File: src/core/synth_pkg.sv
// shared constants, types and helpers for the fractional-n synthesizer core
package synth_pkg;

	// bus geometry
	localparam int ADDR_W = 8;
	localparam int DATA_W = 32;

	// divider and fraction widths
	localparam int FRAC_W = 22;
	localparam int NINT_W = 16;
	localparam int NCUR_W = 17;
	localparam int RDIV_W = 16;
	localparam int OSCF_W = 8;
	localparam int DLY_W  = 3;
	localparam int CALC_W = 24;

	// register byte offsets
	localparam logic [ADDR_W-1:0] OFF_CFG0   = 8'h00;
	localparam logic [ADDR_W-1:0] OFF_RDIV   = 8'h04;
	localparam logic [ADDR_W-1:0] OFF_NINT   = 8'h08;
	localparam logic [ADDR_W-1:0] OFF_NUM    = 8'h0C;
	localparam logic [ADDR_W-1:0] OFF_DEN    = 8'h10;
	localparam logic [ADDR_W-1:0] OFF_TUNE   = 8'h14;
	localparam logic [ADDR_W-1:0] OFF_STATUS = 8'h18;

	// first config register field positions
	localparam int CFG0_SKIP_BIT  = 0;
	localparam int CFG0_ORDER_LSB = 1;
	localparam int CFG0_DITH_LSB  = 3;
	localparam int CFG0_DBL_BIT   = 5;

	// tune register and status field positions
	localparam int TUNE_OSCF_LSB  = 0;
	localparam int TUNE_DLY_LSB   = 8;
	localparam int STAT_BUSY_BIT  = 0;
	localparam int STAT_DONE_BIT  = 1;
	localparam int STAT_NCUR_LSB  = 8;

	// reset values, unit constants and lfsr taps
	localparam logic [RDIV_W-1:0] RDIV_RST = 16'h0001;
	localparam logic [NINT_W-1:0] NINT_RST = 16'h0010;
	localparam logic [FRAC_W-1:0] DEN_RST  = 22'h000001;
	localparam logic [FRAC_W-1:0] DEN_ONE  = 22'h000001;
	localparam logic [NCUR_W-1:0] NCUR_ONE = 17'h00001;
	localparam logic [15:0]       LFSR_SEED = 16'hACE1;
	localparam logic [15:0]       LFSR_TAPS = 16'hB400;

	typedef enum logic [1:0] {
		ORDER_INT    = 2'h0,
		ORDER_FIRST  = 2'h1,
		ORDER_SECOND = 2'h2,
		ORDER_THIRD  = 2'h3
	} mod_order_type;

	typedef enum logic [1:0] {
		DITHER_OFF    = 2'h0,
		DITHER_WEAK   = 2'h1,
		DITHER_MEDIUM = 2'h2,
		DITHER_STRONG = 2'h3
	} dither_type;

	// gray coded: idle -> run -> done
	typedef enum logic [1:0] {
		CAL_IDLE = 2'b00,
		CAL_RUN  = 2'b01,
		CAL_DONE = 2'b11
	} cal_state_type;

	typedef struct packed {
		logic          dbl;
		dither_type    dither;
		mod_order_type order;
		logic          skip;
	} cfg_type;

	typedef struct packed {
		logic [ADDR_W-1:0] paddr;
		logic              psel;
		logic              penable;
		logic              pwrite;
		logic [DATA_W-1:0] pwdata;
	} apb_req_type;

	typedef struct packed {
		logic [DATA_W-1:0] prdata;
		logic              pready;
		logic              pslverr;
	} apb_rsp_type;

	// modular accumulator step: returns {carry, residue}
	function automatic logic [FRAC_W:0] acc_step(
		input logic [FRAC_W-1:0] acc,
		input logic [FRAC_W:0]   inc,
		input logic [FRAC_W-1:0] den
	);
		logic [FRAC_W+1:0] sum;
		logic              carry;
		sum   = {2'b00, acc} + {1'b0, inc};
		carry = 1'b0;
		if (sum >= {2'b00, den}) begin
			sum   = sum - {2'b00, den};
			carry = 1'b1;
		end
		// dither can push the sum past twice the modulus
		if (sum >= {2'b00, den}) begin
			sum = sum - {2'b00, den};
		end
		return {carry, sum[FRAC_W-1:0]};
	endfunction

endpackage

File: src/core/dither_source.sv
// pseudo-random dither source for the fractional modulator
module dither_source import synth_pkg::*; (
	input  wire logic       clk,
	input  wire logic       srst,
	input  wire logic       restart,
	input  wire logic       step,
	input  wire dither_type mode,
	output logic [3:0]      dith
);

	typedef struct packed {
		logic [15:0] lfsr;
	} dith_state_type;

	dith_state_type r_reg;
	dith_state_type r_next;

	// galois lfsr; reseeded on restart so sequences repeat
	always_comb begin
		r_next = r_reg;
		if (restart) begin
			r_next.lfsr = LFSR_SEED;
		end else if (step) begin
			r_next.lfsr = r_reg.lfsr[0] ? ((r_reg.lfsr >> 1) ^ LFSR_TAPS)
				: (r_reg.lfsr >> 1);
		end
	end

	always_ff @(posedge clk) begin
		if (srst) begin
			r_reg.lfsr <= LFSR_SEED;
		end else begin
			r_reg <= r_next;
		end
	end

	// dither amplitude by mode
	always_comb begin
		case (mode)
			DITHER_WEAK:   dith = {3'b000, r_reg.lfsr[0]};
			DITHER_MEDIUM: dith = {2'b00, r_reg.lfsr[1:0]};
			DITHER_STRONG: dith = r_reg.lfsr[3:0];
			default:       dith = 4'h0;
		endcase
	end

endmodule // dither_source

File: src/core/frac_n_core.sv
// reference path, fractional-n feedback divider and calibration launcher
module frac_n_core import synth_pkg::*; #(
	parameter int CAL_PER_UNIT = 4
) (
	input  wire logic              clk,
	input  wire logic              srst,
	input  wire apb_req_type       apb_req,
	output apb_rsp_type            apb_rsp,
	input  wire logic              reference_input,
	input  wire logic              vco_input,
	output logic                   pd_tick,
	output logic                   fb_tick,
	output logic [NCUR_W-1:0]      n_value,
	output logic [DLY_W-1:0]       detector_delay_setting,
	output logic                   cal_busy,
	output logic                   cal_done
);

	initial begin
		if (CAL_PER_UNIT < 1 || CAL_PER_UNIT > 65535) begin
			$error("CAL_PER_UNIT out of range");
		end
	end

	typedef struct packed {
		cfg_type           cfg;
		logic [RDIV_W-1:0] rdiv;
		logic [NINT_W-1:0] nint;
		logic [FRAC_W-1:0] num;
		logic [FRAC_W-1:0] den;
		logic [OSCF_W-1:0] oscf;
		logic [DLY_W-1:0]  dly;
		logic              ref_prev;
		logic              vco_prev;
		logic [RDIV_W-1:0] rcount;
		logic [FRAC_W-1:0] acc1;
		logic [FRAC_W-1:0] acc2;
		logic [FRAC_W-1:0] acc3;
		logic              c2d;
		logic              c3d;
		logic              c3dd;
		logic [NCUR_W-1:0] n_cur;
		logic [NCUR_W-1:0] fcount;
		logic              pd_out;
		logic              fb_out;
		cal_state_type     cal;
		logic [CALC_W-1:0] cal_count;
		logic [DATA_W-1:0] prdata;
	} core_state_type;

	core_state_type r_reg;
	core_state_type r_next;

	logic              setup;     // apb setup phase
	logic              access;    // apb access phase
	logic              wr;        // write taking effect now
	logic              wr_cfg0;   // write to first config register
	logic [DATA_W:0]   rd_hit;    // {mapped, read data}
	logic [3:0]        dith;      // dither amplitude
	logic              ref_rise;  // reference rising edge
	logic              ref_evt;   // reference event after doubler
	logic              vco_rise;  // feedback input edge
	logic              fb_evt;    // feedback divider wraps
	logic [FRAC_W:0]   s1;
	logic [FRAC_W:0]   s2;
	logic [FRAC_W:0]   s3;
	logic signed [3:0] delta;     // modulator correction
	logic signed [NCUR_W:0] nsum;
	logic [CALC_W-1:0] cal_target;

	// register read decode, also used for the unmapped answer
	function automatic logic [DATA_W:0] read_mux(
		input logic [ADDR_W-1:0] a,
		input core_state_type    s
	);
		logic [DATA_W-1:0] d;
		d = '0;
		if (a == OFF_CFG0) begin
			d[CFG0_DBL_BIT:0] = s.cfg;
		end else if (a == OFF_RDIV) begin
			d[RDIV_W-1:0] = s.rdiv;
		end else if (a == OFF_NINT) begin
			d[NINT_W-1:0] = s.nint;
		end else if (a == OFF_NUM) begin
			d[FRAC_W-1:0] = s.num;
		end else if (a == OFF_DEN) begin
			d[FRAC_W-1:0] = s.den;
		end else if (a == OFF_TUNE) begin
			d[TUNE_OSCF_LSB +: OSCF_W] = s.oscf;
			d[TUNE_DLY_LSB +: DLY_W]   = s.dly;
		end else if (a == OFF_STATUS) begin
			d[STAT_BUSY_BIT]          = (s.cal == CAL_RUN);
			d[STAT_DONE_BIT]          = (s.cal == CAL_DONE);
			d[STAT_NCUR_LSB +: NCUR_W] = s.n_cur;
		end else begin
			return {1'b0, d};
		end
		return {1'b1, d};
	endfunction

	// bus phases; zero wait states
	assign setup    = apb_req.psel & ~apb_req.penable;
	assign access   = apb_req.psel & apb_req.penable;
	assign wr       = access & apb_req.pwrite;
	assign wr_cfg0  = wr & (apb_req.paddr == OFF_CFG0);
	assign rd_hit   = read_mux(apb_req.paddr, r_reg);
	// one driver for the whole response struct
	assign apb_rsp = '{prdata:  r_reg.prdata,
		pready:  access,
		pslverr: access & ~rd_hit[DATA_W]};

	// edges of the pins; pins are synchronous to clk
	assign ref_rise = reference_input & ~r_reg.ref_prev;
	assign ref_evt  = r_reg.cfg.dbl ? (reference_input ^ r_reg.ref_prev)
		: ref_rise;
	assign vco_rise = vco_input & ~r_reg.vco_prev;
	assign fb_evt   = vco_rise & (r_reg.fcount >= r_reg.n_cur - NCUR_ONE);

	dither_source u_dither (
		.clk     (clk),
		.srst    (srst),
		.restart (wr_cfg0),
		.step    (fb_evt),
		.mode    (r_reg.cfg.dither),
		.dith    (dith)
	);

	// mash accumulator chain, one step per feedback period
	always_comb begin
		s1 = acc_step(r_reg.acc1, {1'b0, r_reg.num} + {19'h0, dith},
			r_reg.den);
		s2 = acc_step(r_reg.acc2, {1'b0, s1[FRAC_W-1:0]}, r_reg.den);
		s3 = acc_step(r_reg.acc3, {1'b0, s2[FRAC_W-1:0]}, r_reg.den);
		case (r_reg.cfg.order)
			ORDER_FIRST:  delta = $signed({3'b000, s1[FRAC_W]});
			ORDER_SECOND: delta = $signed({3'b000, s1[FRAC_W]})
				+ $signed({3'b000, s2[FRAC_W]})
				- $signed({3'b000, r_reg.c2d});
			ORDER_THIRD:  delta = $signed({3'b000, s1[FRAC_W]})
				+ $signed({3'b000, s2[FRAC_W]})
				- $signed({3'b000, r_reg.c2d})
				+ $signed({3'b000, s3[FRAC_W]})
				- $signed({2'b00, r_reg.c3d, 1'b0})
				+ $signed({3'b000, r_reg.c3dd});
			default:      delta = 4'sh0;
		endcase
		// ratio is integer part plus mean of carries, num/den
		nsum = $signed({2'b00, r_reg.nint})
			+ {{(NCUR_W-3){delta[3]}}, delta};
	end

	// calibration length in reference cycles
	assign cal_target = CALC_W'(r_reg.oscf) * CALC_W'(CAL_PER_UNIT);

	// next-state logic for the whole block
	always_comb begin
		r_next          = r_reg;
		r_next.pd_out   = 1'b0;
		r_next.fb_out   = 1'b0;
		r_next.ref_prev = reference_input;
		r_next.vco_prev = vco_input;

		// read data captured in setup, shown in access
		if (setup) begin
			r_next.prdata = rd_hit[DATA_W-1:0];
		end

		// reference path: count events, tick every rdiv of them
		if (ref_evt) begin
			if (r_reg.rcount >= r_reg.rdiv - RDIV_RST) begin
				r_next.rcount = '0;
				r_next.pd_out = 1'b1;
			end else begin
				r_next.rcount = r_reg.rcount + RDIV_RST;
			end
		end

		// feedback divider with modulator update at each wrap
		if (vco_rise) begin
			if (fb_evt) begin
				r_next.fcount = '0;
				r_next.fb_out = 1'b1;
				r_next.acc1   = s1[FRAC_W-1:0];
				r_next.acc2   = s2[FRAC_W-1:0];
				r_next.acc3   = s3[FRAC_W-1:0];
				r_next.c2d    = s2[FRAC_W];
				r_next.c3d    = s3[FRAC_W];
				r_next.c3dd   = r_reg.c3d;
				// a ratio below one cannot be divided
				r_next.n_cur  = (nsum < 1) ? NCUR_ONE : nsum[NCUR_W-1:0];
			end else begin
				r_next.fcount = r_reg.fcount + NCUR_ONE;
			end
		end

		// calibration runs on reference edges
		if (r_reg.cal == CAL_RUN && ref_rise) begin
			if (r_reg.cal_count + 1'b1 >= cal_target) begin
				r_next.cal = CAL_DONE;
			end else begin
				r_next.cal_count = r_reg.cal_count + 1'b1;
			end
		end

		// register writes
		if (wr) begin
			if (apb_req.paddr == OFF_CFG0) begin
				r_next.cfg = apb_req.pwdata[CFG0_DBL_BIT:0];
			end else if (apb_req.paddr == OFF_RDIV) begin
				// zero would never wrap; held as one
				r_next.rdiv = (apb_req.pwdata[RDIV_W-1:0] == '0) ? RDIV_RST
					: apb_req.pwdata[RDIV_W-1:0];
			end else if (apb_req.paddr == OFF_NINT) begin
				r_next.nint = apb_req.pwdata[NINT_W-1:0];
			end else if (apb_req.paddr == OFF_NUM) begin
				r_next.num = apb_req.pwdata[FRAC_W-1:0];
			end else if (apb_req.paddr == OFF_DEN) begin
				r_next.den = (apb_req.pwdata[FRAC_W-1:0] == '0) ? DEN_ONE
					: apb_req.pwdata[FRAC_W-1:0];
			end else if (apb_req.paddr == OFF_TUNE) begin
				r_next.oscf = apb_req.pwdata[TUNE_OSCF_LSB +: OSCF_W];
				r_next.dly  = apb_req.pwdata[TUNE_DLY_LSB +: DLY_W];
			end
		end

		// first config write restarts modulator and divider
		if (wr_cfg0) begin
			r_next.acc1   = '0;
			r_next.acc2   = '0;
			r_next.acc3   = '0;
			r_next.c2d    = 1'b0;
			r_next.c3d    = 1'b0;
			r_next.c3dd   = 1'b0;
			r_next.fcount = '0;
			r_next.fb_out = 1'b0;
			r_next.n_cur  = (r_reg.nint == '0) ? NCUR_ONE
				: {1'b0, r_reg.nint};
			if (!apb_req.pwdata[CFG0_SKIP_BIT]) begin
				r_next.cal       = CAL_RUN;
				r_next.cal_count = '0;
			end
		end
	end

	always_ff @(posedge clk) begin
		if (srst) begin
			r_reg        <= '0;
			r_reg.rdiv   <= RDIV_RST;
			r_reg.nint   <= NINT_RST;
			r_reg.den    <= DEN_RST;
			r_reg.n_cur  <= {1'b0, NINT_RST};
			r_reg.cal    <= CAL_IDLE;
		end else begin
			r_reg <= r_next;
		end
	end

	// outputs straight from state
	assign pd_tick                = r_reg.pd_out;
	assign fb_tick                = r_reg.fb_out;
	assign n_value                = r_reg.n_cur;
	assign detector_delay_setting = r_reg.dly;
	assign cal_busy               = (r_reg.cal == CAL_RUN);
	assign cal_done               = (r_reg.cal == CAL_DONE);
endmodule // frac_n_core

File: config.mk
export PLATFORM = sky130hd
export DESIGN_NAME = frac_n_core
export DESIGN_NICKNAME = d
export VERILOG_FILES = /design/src/core/synth_pkg.sv /design/src/core/dither_source.sv /design/src/core/frac_n_core.sv
export SDC_FILE = /design/constraint.sdc
export NUM_CORES = 1
export LEC_CHECK = 0
export BUFFER_PORTS_ARGS = -buffer_cell sky130_fd_sc_hd__buf_2
export CAP_MARGIN = 20
export CORE_MARGIN = 2
export CORE_UTILIZATION = 55
export CTS_CLUSTER_DIAMETER = 150
export DETAILED_ROUTE_END_ITERATION = 16
export PLACE_DENSITY = 0.72
export SYNTH_ARGS = -nofsm -noshare
export SYNTH_HDL_FRONTEND = slang
export SYNTH_HIERARCHICAL = 1
export SYNTH_SLANG_ARGS = --single-unit
File: constraint.sdc
create_clock -name clk -period 24.5 [get_ports clk]
set_clock_uncertainty 0.15 [all_clocks]
set_input_delay 0 -clock clk [delete_from_list [all_inputs] [get_ports clk]]
set_output_delay 0 -clock clk [all_outputs]
set_load 0.02 [all_outputs]
======== After elaboration in Yosys (flattened, before gate mapping) ========
Cells that the tools add are included.
cells by class
  add/subtract/negate cells ............... 21
  order comparisons ....................... 10
  equality and inequality tests ........... 14
  mux-type cells .......................... 66
  bitwise gates (word level) .............. 21
  reductions and logical operators ........ 18
operators by type and width
  cell                                                                    number
  33-bit two-way mux                                                      8
  17-bit two-way mux                                                      10
  22-bit two-way mux                                                      6
  24-bit by 22-bit >= comparator with 1-bit output                        4
  16-bit two-way mux                                                      6
  24-bit two-way mux                                                      4
  26-bit two-way mux                                                      3
  34-bit two-way mux                                                      2
  22-bit subtractor                                                       3
  23-bit by 22-bit subtractor with 24-bit output                          2
  22-bit by 22-bit adder with 23-bit output                               2
  23-bit by 22-bit >= comparator with 1-bit output                        2
  16-bit zero test                                                        2
  22-bit by 23-bit adder with 24-bit output                               1
  24-bit by 1-bit adder with 24-bit output (second input constant)        1
  8-bit by 5-bit equality test with 1-bit output (second input constant)  3
  24-bit by 10-bit >= comparator with 1-bit output                        1
  4-bit case mux with 3 select lines                                      2
  24-bit by 22-bit subtractor with 24-bit output                          1
  22-bit by 4-bit adder with 23-bit output                                1
  22-bit zero test                                                        1
  19-bit two-way mux                                                      1
  17-bit by 4-bit adder with 18-bit output                                1
  18-bit by 2-bit < comparator with 1-bit output (second input constant)  1
  other kinds (36)                                                        82
storage, ports and cells
  register bits after elaboration ......... 290

======== Longest topological paths before layout ========
Gate-level depths: netlist of run 1.
  depth in word-level cells ............... 26
  depth in mapped cells ................... 111
  mapped depth without buffers ............ 102

======== Cells and area by module ========
The synthesis of run 1 kept the hierarchy.
modules (own cells, without submodules)
  module         instances  cells an instance  area an instance (um^2)  seq. area each (um^2)
  frac_n_core    1          3,136              24,549.8                 5,345.1
  dither_source  1          61                 650.6                    320.3

======== Least setup slack after synthesis of run 1 ========
No wires, ideal clock.
  kind .................................... register to register
  from .................................... register r_reg[272] in the netlist's numbering
  to ...................................... register r_reg (netlist bit n_value[8])
  setup time .............................. 0.122 ns
  data arrival time ....................... 21.380 ns
  data required time ...................... 24.228 ns
  path slack .............................. 2.849 ns
  cell stages (with the launch flop) ...... 103
  period minus slack after synthesis ...... 21.651 ns
  cells stage by stage .................... dfxtp_1 -> and2_1 -> inv_1 -> fa_1 -> inv_1 -> ha_1 -> inv_1 -> fa_1 -> nand2b_1 -> a211oi_1 -> o21ai_1 -> a31oi_1 -> a211oi_1 -> a221oi_1 -> ha_1 -> a21oi_1 -> o21a_1 -> a21oi_1 -> [... 67 more ...] -> clkbuf_1 -> buf_1 -> fa_1 -> o211ai_1 -> o21ai_0 -> ha_1 -> fa_1 -> a21oi_1 -> nand3_1 -> o31ai_1 -> xor2_1 -> or3_1 -> or4_1 -> o32ai_2 -> or2_0 -> buf_2 -> o22ai_1 -> a221o_1
on the way
  word-level cells in the longest chain between the ends .. 26
RTL lines
  item                                                                                                                       line                                text
  from (decl)                                                                                                                frac_n_core.sv:51                   core_state_type r_reg;
  from (signal assigned)                                                                                                     frac_n_core.sv:254                  r_reg <= r_next;
  2-bit equality test / 2-bit by 1-bit equality test with 1-bit output (equally long branches)                               dither_source.sv:39                 case (mode)
  4-bit case mux with 3 select lines (*)                                                                                     dither_source.sv:39
  named net dith[1]                                                                                                          frac_n_core.sv:59                   logic [3:0] dith;
  22-bit by 4-bit adder with 23-bit output (*)                                                                               frac_n_core.sv:130                  s1 = acc_step(r_reg.acc1, {1'b0, r_reg.num} + {19'h0, dith},
  22-bit by 23-bit adder with 24-bit output (*)                                                                              synth_pkg.sv:98                     sum = {2'b00, acc} + {1'b0, inc};
  24-bit by 22-bit subtractor with 24-bit output / 24-bit by 22-bit >= comparator with 1-bit output (equally long branches)  synth_pkg.sv:101, synth_pkg.sv:100
  24-bit two-way mux (*)                                                                                                     synth_pkg.sv:100                    if (sum >= {2'b00, den}) begin
  22-bit subtractor / 24-bit by 22-bit >= comparator with 1-bit output (equally long branches)                               synth_pkg.sv:106, synth_pkg.sv:105
  [... 1 more ...]                                                                                                           --
  named net s1[6]                                                                                                            frac_n_core.sv:64                   logic [FRAC_W:0] s1;
  [... 5 more ...]                                                                                                           --
  named net s2[6]                                                                                                            frac_n_core.sv:65                   logic [FRAC_W:0] s2;
  [... 3 more ...]                                                                                                           --
  named net s3[22]                                                                                                           frac_n_core.sv:66                   logic [FRAC_W:0] s3;
  [... 2 more ...]                                                                                                           --
  4-bit by 2-bit adder with 4-bit output (*)                                                                                 frac_n_core.sv:144                  + $signed({3'b000, r_reg.c3dd});
  4-bit case mux with 3 select lines (*)                                                                                     frac_n_core.sv:134                  case (r_reg.cfg.order)
  17-bit by 4-bit adder with 18-bit output (*)                                                                               frac_n_core.sv:149                  + {{(NCUR_W-3){delta[3]}}, delta};
  18-bit by 2-bit < comparator with 1-bit output                                                                             frac_n_core.sv:190                  r_next.n_cur = (nsum < 1) ? NCUR_ONE : nsum[NCUR_W-1:0];
  17-bit two-way mux (*)                                                                                                     frac_n_core.sv:190
  17-bit two-way mux (*)                                                                                                     frac_n_core.sv:180                  if (fb_evt) begin
  34-bit two-way mux (*)                                                                                                     frac_n_core.sv:179                  if (vco_rise) begin
  34-bit two-way mux (*)                                                                                                     frac_n_core.sv:227                  if (wr_cfg0) begin
Mark *: on every way through the listed nets, which the timed path passes. The rest lies on a longest branch. The select of a mux whose other input is x is not followed.
A chain may end at the register's enable or synchronous reset.

======== Final worst setup path of run 1 ========
  from .................................... register r_reg[272] in the netlist's numbering
  to ...................................... register r_reg (netlist bit n_value[12])
on the way
  word-level cells in the longest chain between the ends .. 26
RTL lines
  item                                                                                                                       line
  2-bit equality test / 2-bit by 1-bit equality test with 1-bit output (equally long branches)                               dither_source.sv:39
  4-bit case mux with 3 select lines (*)                                                                                     dither_source.sv:39
  named net dith[1]                                                                                                          frac_n_core.sv:59
  22-bit by 4-bit adder with 23-bit output (*)                                                                               frac_n_core.sv:130
  22-bit by 23-bit adder with 24-bit output (*)                                                                              synth_pkg.sv:98
  24-bit by 22-bit subtractor with 24-bit output / 24-bit by 22-bit >= comparator with 1-bit output (equally long branches)  synth_pkg.sv:101, synth_pkg.sv:100
  24-bit two-way mux (*)                                                                                                     synth_pkg.sv:100
  24-bit by 22-bit >= comparator with 1-bit output / 22-bit subtractor (equally long branches)                               synth_pkg.sv:105, synth_pkg.sv:106
  [... 1 more ...]                                                                                                           --
  named net s1[0]                                                                                                            frac_n_core.sv:64
  [... 5 more ...]                                                                                                           --
  named net s2[0]                                                                                                            frac_n_core.sv:65
  [... 5 more ...]                                                                                                           --
  4-bit by 2-bit adder with 4-bit output (*)                                                                                 frac_n_core.sv:144
  4-bit case mux with 3 select lines (*)                                                                                     frac_n_core.sv:134
  17-bit by 4-bit adder with 18-bit output (*)                                                                               frac_n_core.sv:149
  18-bit by 2-bit < comparator with 1-bit output                                                                             frac_n_core.sv:190
  17-bit two-way mux (*)                                                                                                     frac_n_core.sv:190
  17-bit two-way mux (*)                                                                                                     frac_n_core.sv:180
  34-bit two-way mux (*)                                                                                                     frac_n_core.sv:179
  34-bit two-way mux (*)                                                                                                     frac_n_core.sv:227
Marked as above.

==> results of run 1 <==
[layout by cell type (no fill, tap or decap), drive strengths merged, types with 62 or more instances in the layout]
master and count:
nand2 341, nand3 68, xnor2 171, dfxtp 283, o21ai 181, mux2 78, nor2 281, ha 272
a21oi 307, mux2i 62, buf 141, a21o 96, inv 128, xor2 90
[worst max path at each step]
stage,from,endpoint,depth (start not counted)
after floorplan,r_reg[272],n_value[8],102
after global placement,r_reg[272],n_value[10],95
after detailed placement,r_reg[272],n_value[8],99
after CTS,r_reg[272],n_value[8],96
after global routing,r_reg[272],n_value[12],103
final,r_reg[272],n_value[12],98
[kinds of logic (layout without fill, tap and decap cells)]
logic type / after synthesis / count (layout) / share of synthesized area [%]
AO/OA/AOI/OAI: 904 / 904 / 22.8
buffers and inverters: 297 / 358 / 5.48
multiplexers: 142 / 142 / 6.37
other: 1 / 8 / 0.0149
flip-flops: 283 / 283 / 22.5
AND/OR/NAND/NOR: 1021 / 1021 / 19.0
XOR/XNOR: 261 / 261 / 9.07
adder cells (fa/ha/maj): 288 / 288 / 14.8
[worst min-delay path, cell delays in order]
cell and delay, ns:
dlygate4sd3_1 0.52, buf_2 0.11, nor2b_1 0.11
[cell usage after synthesis, types with 16 or more instances]
cell / instances
mux2i_1: 61
nand4_1: 40
a31oi_1: 25
nor4_1: 30
mux2_2: 62
o21bai_1: 22
and3_1: 37
or3_1: 23
xor2_1: 90
a22oi_1: 25
buf_4: 54
nor2b_1: 29
clkbuf_1: 87
ha_1: 272
inv_1: 123
o21ai_0: 178
o22ai_1: 18
o211ai_1: 19
nor3_1: 60
a21oi_1: 305
nand2_1: 341
nand2b_1: 29
and2_1: 26
nand3_1: 68
a21o_1: 95
dfxtp_1: 283
xnor2_1: 171
a211oi_1: 23
fa_1: 16
o21a_1: 42
nor2_1: 280
[layer usage]
metal | up-vias | global-route usage [%] | wire length (microns) | part of all wire (%)
met5 | - | 0 | 0 | 0
met1 | 11200 | 42.0 | 33700 | 45
met4 | 0 | 11.2 | 2700 | 3.6
met3 | 194 | 4.70 | 5400 | 7.2
met2 | 841 | 49.1 | 33000 | 44
li1 | 11600 | - | - | -
[area by class of cell]
class	instances	area share (%)
multi-input cells	2623	66.7
inverters	126	1.72
clock inverters	14	0.550
flip-flops and latches	283	20.6
diodes	1	0.00909
clock buffers	47	3.56
well taps	600	2.73
repair buffers	171	4.20
[metrics by stage]
step	utilization (%)	worst slack [ns]
3_5_place_dp	57.3	0.579
2_1_floorplan	-	2.85
3_3_place_gp	57.3	0.978
5_1_grt	60.8	-0.00759
6_report	60.8	1.23
4_1_cts	60.4	0.433
[repair_timing]
item / 4_1_cts / 5_1_grt
setup buffers: 0 / 1
gates resized for setup: 0 / 30
hold endpoints to repair: 114 / 0
setup endpoints to repair: 0 / 39
hold buffers: 30 / 0
==> results.txt, run 1 <==
The number of iterations in the first detailed-routing pass is 9, and the number of cells after detailed placement is 3772. Data arrives at the worst endpoint at 23.51 ns. TritonCTS built the clock tree.

For this run the aggregate overflow at the end of global routing stands at 0. After filler insertion, the fill cell instance count of the layout stands at 4048. The number of global-route vias before repair is 22.7k. The via density per instance works out to 6.17. In this design, the stage delay of the slowest critical-path cell is 0.63 ns. Entering global routing, the biggest net connects 95 pins. The run gives 25900 sq um as the instance area at placement. For the CTS H-tree depth, the log shows 2.

After routing, the total negative slack on setup checks comes to 0 ns. The worst setup path is of the flop to flop kind. The clock reaches the later pin of the worst-skew pair after 0.57 ns. For this run, the register share of the synthesized area comes to 22.5%.

For this run, the number of Yosys warnings is 6. Number of buffer cells added on primary ports: 87. The worst register-to-register path begins at r_reg[272].

Clock tree synthesis selected as its root buffer the cell clkbuf_16. The total non-filler cell area in the finished layout is 27500 sq um. The most numerous cell on the critical path was ha_1. Summed over all instances, the cell type with the most area after synthesis is dfxtp_1. For the finished layout, the period the worst path requires is 23.27 ns.

In the final routed layout, each cell accounts on average for 19.4 microns. The overall track demand over capacity in global routing is 30.8%, and the depth of the worst register-to-register path is 98. Proportion of layout cells with a drive suffix above 1: 10.8%. The worst hold endpoint is r_reg[179]. The share of synthesized area in the top cell type comes to 22.5%.

The clock passes through at most 3 buffers. The floorplan has 78 rows. The tools report the final hold violation count as 0. Wires add up to 74800 microns.

The worst-margin pin slew was 1.11 ns; the data required time of the critical path was 24.74 ns. The worst hold path belongs to the class input port to flop. The headroom to the max-slew limit was 25.7%. Across the whole layout, storage elements account for 5670 sq um.

The wire-length estimate of the detail-placed layout is 56800 microns. The capture instance of the worst register-to-register path was n_value[12]. For this configuration, the core starts out at a cell density of 55.7%. The register-to-register setup slack was 1.23 ns. The run gives 0 as the number of antenna-violating nets in the routed design.

By area the synthesized netlist is led by dfxtp_1 (22%), ha_1 (14%), a21oi_1 (6.1%), xnor2_1 (5.9%), nand2_1 (5.1%). The count of final setup violators was 0. Wire length of the first global-routing pass: 118000 microns. After synthesis, the share of flip-flops with an asynchronous set or reset is 0%. On the critical path the largest part of the delay comes from compound AO/OA/AOI/OAI gates. The part of the cycle the worst path needs is 95.0%, and the number of cells in the finished layout apart from fillers is 3865. After synthesis the netlist holds a flip-flop and latch count of 283. The routed layout has 23.8k vias. The initial antenna violation count is 1. For the number of slew-limit violations in the final report, the log shows 0.

The synthesized netlist occupies a cell area of 25200 sq um. I/O pin count: 105. CTS saw 283 sinks. Synthesis handed over a netlist of 3197 instances. Based on the critical path, the design can be clocked at up to 43.0 MHz. STA classifies the critical path endpoint as a flop. The slowest stage of the critical path belongs to the cell or4b_2. In the routed design, unresolved DRC markers number 0. The multi-input combinational cells in the finished layout cover a total of 18400 sq um.

The number of different library cells used by synthesis comes to 97. Yosys mapped a number of flops with a built-in enable equal to 0. The register with the most flip-flops in the layout has 220 of them. Growth of design area from synthesis to finish: 9.29%. In the synthesized netlist the dominant register cell turns out to be dfxtp_1. The number of buffers and inverters on the critical path is 10.

The horizontal die dimension came out at 218 microns. The register clock-pin slew on the reported worst setup and hold paths was 0.06 ns; the smallest hold slack was 0.0689 ns. The die covers 47500 sq um. The largest fanout on the critical path was 11; the synthesized area per cell was 7.88 sq um. After floorplanning, the core was sized to cover 45300 sq um.

STA classifies the critical path startpoint as a flop. The max-cap violation count came out at 0. The startpoint identified for the worst hold timing path is vco_input. The flow ran to the end, and the final reports show no timing, DRC or antenna violations. The net count reported at finish is 3575, and the worst hold path depth is 3. The die is 218 microns tall.

At the end of routability-driven placement, the weighted congestion stood at 0.970. For this block, the initial DRC count from the detailed router was 2204. Buffers inserted during clock tree synthesis total 35.
Power of run 1 is left out: the tool's default activity adds up to more than one toggle a clock period on the data nets, which glitch-free logic cannot reach.
==> inputs of run 2 (changes only) <==
--- a/config.mk
+++ b/config.mk
@@ -7,7 +7,7 @@
 export LEC_CHECK = 0
 export BUFFER_PORTS_ARGS = -buffer_cell sky130_fd_sc_hd__buf_2
 export CAP_MARGIN = 20
-export CORE_MARGIN = 2
+export CORE_MARGIN = 3
 export CORE_UTILIZATION = 55
 export CTS_CLUSTER_DIAMETER = 150
 export DETAILED_ROUTE_END_ITERATION = 16
==> constraint.sdc (replaced) <==
create_clock -name clk -period 29.7 [get_ports clk]
set_clock_uncertainty 0.15 [all_clocks]
set_input_delay 0 -clock clk [delete_from_list [all_inputs] [get_ports clk]]
set_output_delay 0 -clock clk [all_outputs]
set_load 0.02 [all_outputs]
==> run 2 against run 1 <==
Via count is 0.22% lower. Maximum frequency is 12% lower. Routed wire length is 1.2% lower. Sequential share of layout area is 0.23 points higher. Die area is 1.8% higher. Non-clock buffer count is 21 lower. Largest cell class unchanged. Critical endpoint is now n_value[8]. Highest routed layer unchanged.
==> results.txt, run 2 (same netlist as run 1, synthesis figures left out) <==
After detailed placement, the design holds a cell count of 3736. The tools report the count of final setup violators as 0. The routed layout has 23.8k vias. The part of the cycle the worst path needs was 88.7%. For the pin with the worst max-slew slack, the measured transition is 0.978 ns. The horizontal die dimension is 220 microns.

For the worst flop-to-flop path, the logic depth is 102. For this run, the top clock speed supported by timing is 38.0 MHz. The tools report the capture instance of the worst register-to-register path as n_value[8].

The post-route netlist has 9.29% of its cells at a drive strength greater than 1. Setup repair after global routing left no endpoint under its margin. The logs give 0 for the final hold violation count and 0 for the max-cap violation count. Counting I/O delays and the setup requirement, the final critical path takes 26.33 ns.

The worst setup path is launched from a flop. The first global-routing pass estimated 116000 microns of wire. The finished layout holds 3832 standard cells, fillers aside. The headroom to the max-slew limit was 33.9%; the flip-flop count of the largest register, all copies and words added was 220.

The worst setup path is captured at a flop. Largest stage delay on the critical path: 0.69 ns. In the layout the commonest cells are nand2_1 (341), a21oi_1 (305), dfxtp_1 (283). The total clock buffers created by CTS is 31, and the register-to-register setup slack is 3.37 ns.

The starting utilization of the core area was 56.4%. For the post-route setup TNS, the log shows 0 ns. In the global route stage, overall resource usage came out at 29.4%.

Once the clock tree was built, the setup fixing pass inserted 0 buffers. 0 antenna diodes ended up in the layout. In this run the standard cell core region covers 44700 sq um.

The logs give 0 for the initial antenna violation count and 105 for the I/O pin count. Among all stages on the critical path, the largest delay is contributed by a32o_2. At the worst endpoint, the arrival time is 26.67 ns. In the routed design, unresolved DRC markers number 0. At the end of routability-driven placement, the weighted congestion stood at 0.965. Clock-pin slew was measured on the worst setup and hold paths at 0.07 ns. The number of antenna-violating nets in the routed design came out at 0. The tools report the destination of the critical timing path as n_value[8]. The logs give 283 for the sink count of the clock tree and 0 for the number of slew-limit violations in the final report. Entering global routing, the biggest net connects 75 pins. Multi-input gate area in the final layout: 18200 sq um. The net count reported at finish was 3550; the largest fanout on the critical path was 38. The data required time of the critical path came out at 30.04 ns. The final-layout fill cell count was 4056. The tools report the estimated wirelength of the detail-placed design as 55600 microns. For this block, the initial DRC count from the detailed router was 2268. For the number of placement rows, the log shows 77.

Leaving out fill and tap cells, the most frequent cell in the layout is nand2_1. CTS H-tree depth: 1. Footprint of the flip-flops and latches: 5670 sq um. The run finished with clean final reports. Clock tree synthesis selected as its root buffer the cell clkbuf_16. Number of global-route vias before repair: 22.1k. In the final routed layout, each cell accounts on average for 19.3 microns. The final layout contains routed wiring with a total length of 73900 microns. The worst hold path belongs to the class input port to flop. Before antenna repair, the detailed router went through 6 iterations.

Number of buffer cells added on primary ports: 87. The startpoint of the worst-slack reg-to-reg timing path is r_reg[272]. Global routing finished with a remaining overflow of 0. For the worst-skew pair, the clock arrives at the later sink with an insertion delay of 0.61 ns. By startpoint and endpoint, the worst setup path is classified as flop to flop. From bottom edge to top edge, the die measures 220 microns. The die covers 48400 sq um. Most numerous cell on the critical path: ha_1.

Clock tree buffer depth: 3. The growth of design area from synthesis to finish works out to 8.09%. The most critical setup path has its startpoint at r_reg[272]. Via density per instance: 6.21. TritonCTS built the clock tree.
## run 2: stage by stage
step                setup slack [ns]  utilization, %  hold slack (ns)  instance area, sq um
global route                    1.78            60.9           0.0773                 27200
floorplan                       8.05               -          -0.0288                 25200
global placement                4.48            57.5           0.0703                 25700
detailed placement              4.16            57.5           0.0842                 25700
CTS                             3.97            60.9           0.0114                 27200
finish                          3.37            60.9           0.0265                 27200
## run 2: metal layers
metal	GRT usage (%)	up-vias	wire [microns]
li1	-	11500	-
met1	40.9	11200	33000
met2	47.2	920	33000
met3	4.01	195	5420
met4	9.25	0	2570
met5	0	-	0
## run 2: repair_timing
| action | in CTS | in global routing |
|---|---|---|
| resized for setup | 0 | 0 |
| hold endpoints to repair | 150 | 0 |
| hold buffers | 37 | 0 |
## run 2: area by class of cell
cell class	count	area share (%)
Multi-Input combinational cell	2623	66.9
Sequential cell	283	20.8
Timing Repair Buffer	150	3.68
Clock buffer	46	3.35
Tap cell	592	2.72
Inverter	126	1.74
Clock inverter	12	0.854
## run 2: worst min-delay path by stage
stage,cells past startpoint,start,end
floorplan,2,apb_req[4],r_reg[240]
global placement,2,vco_input,r_reg[179]
detailed placement,2,vco_input,r_reg[179]
CTS,5,apb_req[37],apb_rsp[8]
global route,6,apb_req[39],apb_rsp[3]
finish,5,apb_req[37],apb_rsp[8]
## run 2: worst max-delay path: cells and delay by family, from the launching register on
kind | cells | cell delay, ns
AOI/OAI and AO/OA | 39 | 10.23
and+or+nand+nor | 27 | 5.75
adders and majority gates | 17 | 5.68
buffers and inverters | 11 | 1.71
muxes | 4 | 1.38
xor gates and xnor gates | 4 | 0.74
DFF | 1 | 0.46
Power of run 2 is left out for the same reason.
==> inputs of run 3 (changes only) <==
--- a/config.mk
+++ b/config.mk
@@ -12,7 +12,7 @@
 export CTS_CLUSTER_DIAMETER = 150
 export DETAILED_ROUTE_END_ITERATION = 16
 export PLACE_DENSITY = 0.72
+export SETUP_SLACK_MARGIN = 0.15
 export SYNTH_ARGS = -nofsm -noshare
 export SYNTH_HDL_FRONTEND = slang
-export SYNTH_HIERARCHICAL = 1
 export SYNTH_SLANG_ARGS = --single-unit
==> run 3 against run 2 <==
Die area rose by 0.84%. Area after synthesis rose by 0.87%. Non-clock buffer count fell by 6. First-iteration DRC count fell by 4.4%. Via count rose by 3.0%. Global-route usage rose by 0.47 points. Worst hold slack improved by 0.022 ns. Routed wire length rose by 4.5%. Sequential cell count did not move. Final cell count rose by 0.29%. Maximum frequency rose by 5.1%.
==> results.txt, run 3 <==
The total clock buffers created by CTS is 35. Of the cells placed in the final design, the portion with a size suffix greater than 1 is 9.40%. Counting the fill cells in the layout gives 4065. The library cells used most frequently in the layout, excluding fill and tap cells, are nand2_1 (358), a21oi_1 (297), dfxtp_1 (283).

After synthesis, the largest family of logic cells by area is compound AO/OA/AOI/OAI gates. The synthesized netlist devotes 8.23% of its cell area to XOR and XNOR gates. 0 antenna diodes ended up in the layout.

After layout, the worst path uses 84.3% of the clock period. The I/O pin count is 105, and the flip-flop count of the largest register, all copies and words added is 220. The clock reaches the later pin of the worst-skew pair after 0.56 ns. The synthesized design contains 283 register bits. Across every metal layer, demand over resource in global routing totals 29.9%. The fraction of registers with async set or reset after synthesis was 0%. The logs give 0.951 for the final weighted congestion in routability-driven placement and 39.9 MHz for the upper clock frequency limit.

The synthesized netlist devotes 18.9% of its cell area to simple gates. STA puts the critical path data required time at 29.96 ns. In this run the core area contains 78 standard-cell rows. The area share of the largest cell type after synthesis was 22.3%; the post-route setup TNS was 0 ns.

The tools report the gate count after technology mapping as 3207. The initial antenna violation count was 0; the number of slew-limit violations in the final report was 0. Summing the areas of all compound-gate instances in the mapped netlist gives 24.2% of the synthesized area.

In this design, the largest share of critical-path delay is due to compound AO/OA/AOI/OAI gates. The longest clock path from root to sink contains 3 buffers. After synthesis, flip-flops and latches occupy 22.3% of the total area. The routed wirelength normalized by instance count is 20.1 microns, and the cell area after synthesis is 25400 sq um.

Class of the worst hold path: input port to flop. The tools report the root buffer cell as clkbuf_16. The detail route stage leaves a number of antenna-violating nets equal to 0. The worst setup path is launched from a flop. The count of unresolved DRC violations after routing was 0; the total via count in the routed design was 24.5k. During synthesis, Yosys emitted a total of 0 warnings. The adder and majority gate portion of the synthesized area is 14.7%. The core region is 45500 sq um. Clock tree synthesis found a total of 283 sinks.

Setup repair after global routing left no endpoint under its margin. Total wire length: 77300 microns. The worst-margin pin slew came out at 1.08 ns. Measured against its own limit, the worst slew margin works out to 28.0%. Across the whole layout, storage elements account for 5670 sq um. The multiplexer fraction of the synthesized cell area was 6.28%. The critical path is of the flop to flop type. The wire length of the first global-routing pass is 121000 microns. The top cell type by total area after synthesis was dfxtp_1.

The leading cell type in the layout, fill and taps excluded is nand2_1. Counting distinct cell types in the post-synthesis netlist gives 98. For this run the aggregate overflow at the end of global routing stands at 0.

Max-cap violations in this run came to 0. TritonCTS built the clock tree. The horizontal die dimension works out to 221 microns. In the final layout, the multi-input gates occupy 18400 sq um. The number of buffer cells added on primary ports came out at 87. By count the netlist is led by nand2_1 (358), a21oi_1 (297), dfxtp_1 (283), ha_1 (273), nor2_1 (260).

In this design, the critical path's most frequently occurring cell is ha_1. The clock period minus final worst setup slack came out at 25.04 ns. The endpoint kind of the worst setup timing path is a flop. For the count of final setup violators, the log shows 0. The tools report the starting utilization of the core area as 55.9%. For this run, the slowest stage of the critical path takes 0.71 ns. Among all cell types in the netlist, the one instantiated most often is nand2_1.

The run finished with clean final reports. The number of global-route vias before repair was 23.2k; the pin count of the biggest net entering global routing was 83. The endpoint arrival time on the critical path is 25.31 ns, and the count of flip-flops with a built-in enable after synthesis is 0. Together, buffers and inverters on the worst path number 7. After synthesis, the mean cell area works out to 7.93 sq um. Dividing the detail-routed via count by the number of cells gives 6.37.

Sorting the synthesized cells by area gives the leading types as dfxtp_1 (22%), ha_1 (13%), a21oi_1 (5.8%), xnor2_1 (5.4%), nand2_1 (5.3%). The run gives 3555 as the net count reported at finish. Clock-pin slew was measured on the worst setup and hold paths at 0.06 ns. The die height is 221 microns. The largest fanout on the critical path works out to 24. For the number of iterations in the first detailed-routing pass, the log shows 8. The logs give 2 for the CTS H-tree depth and 0 for the final hold violation count.

For this block, the initial DRC count from the detailed router was 2168. The run gives 59000 microns as the estimated wirelength of the detail-placed design. The largest individual stage delay along the critical path comes from the cell nor3_2. In the synthesized netlist the dominant register cell turns out to be dfxtp_1.

Area enclosed by the die boundary: 48800 sq um. The growth of design area from synthesis to finish was 7.93%.
[run 3: cell count changes after synthesis, moves of 11 or more]
cell,change
o21ai_0,-35
clkbuf_1,+11
xnor2_1,-15
nand2_1,+17
a22o_1,+46
nor2_1,-20
a21o_1,-22
o21ba_1,-15
mux2i_1,-17
a211oi_1,+13
o211ai_1,+11
mux2_2,+15
[run 3: routing by layer]
layer  track usage, %  up-vias  share of wire, %
li1                 -    11700                 -
met1             39.2    11600                43
met2             50.2      984                46
met3             3.08      209               6.4
met4             12.6        0               4.2
met5                0        -                 0
[run 3: cell type report]
type	instances	share of cell area, %
Clock inverter	11	0.474
Sequential cell	283	20.7
Clock buffer	50	3.62
Tap cell	600	2.74
Inverter	124	1.70
Multi-Input combinational cell	2631	67.2
Timing Repair Buffer	144	3.63
[run 3: cell families after synthesis]
| kind of cell | count (synthesis) |
|---|---|
| multiplexers | 141 |
| AO/OA/AOI/OAI | 930 |
| adder cells (fa/ha/maj) | 289 |
| flip-flops | 283 |
| buffers and inverters | 299 |
| AND/OR/NAND/NOR | 1025 |
| other | 1 |
| XOR/XNOR | 239 |
[run 3: final timing paths]
kind,start,endpoint,slack [ns],cells past startpoint
hold / removal,apb_req[32],u_dither.r_reg[13],0.05,5
setup reg to reg,r_reg[272],n_value[6],4.66,91
setup / recovery,r_reg[272],n_value[6],4.66,91
hold reg to reg,r_reg[104],r_reg[104],0.31,2
[run 3: worst reg2reg max path, delay by kind of cell, from the launching register on]
family          cells  cell delay, ns
simple gates       17            4.37
compound gates     44           11.23
flops               1            0.36
buf+inv             7            1.65
mux                 4            1.40
fa+ha+maj          15            4.97
xor+xnor            4            0.78
[run 3: repair_timing]
action	CTS	global route
gates resized for setup	0	0
hold endpoints to repair	114	4
setup buffers	0	0
hold buffers	32	1
[run 3: metrics by stage]
step | area [sq um] | util (%) | instances | setup slack (ns) | hold slack (ns)
floorplan | 25400 | - | 3213 | 9.07 | -0.0257
global placement | 25900 | 57.0 | 3746 | 5.35 | 0.0715
detailed placement | 25900 | 57.0 | 3746 | 5.07 | 0.0839
CTS | 27400 | 60.1 | 3839 | 5.02 | 0.00964
global route | 27400 | 60.3 | 3843 | 3.37 | 0.0737
finish | 27400 | 60.3 | 3843 | 4.66 | 0.0483
Power of run 3 is left out for the same reason.
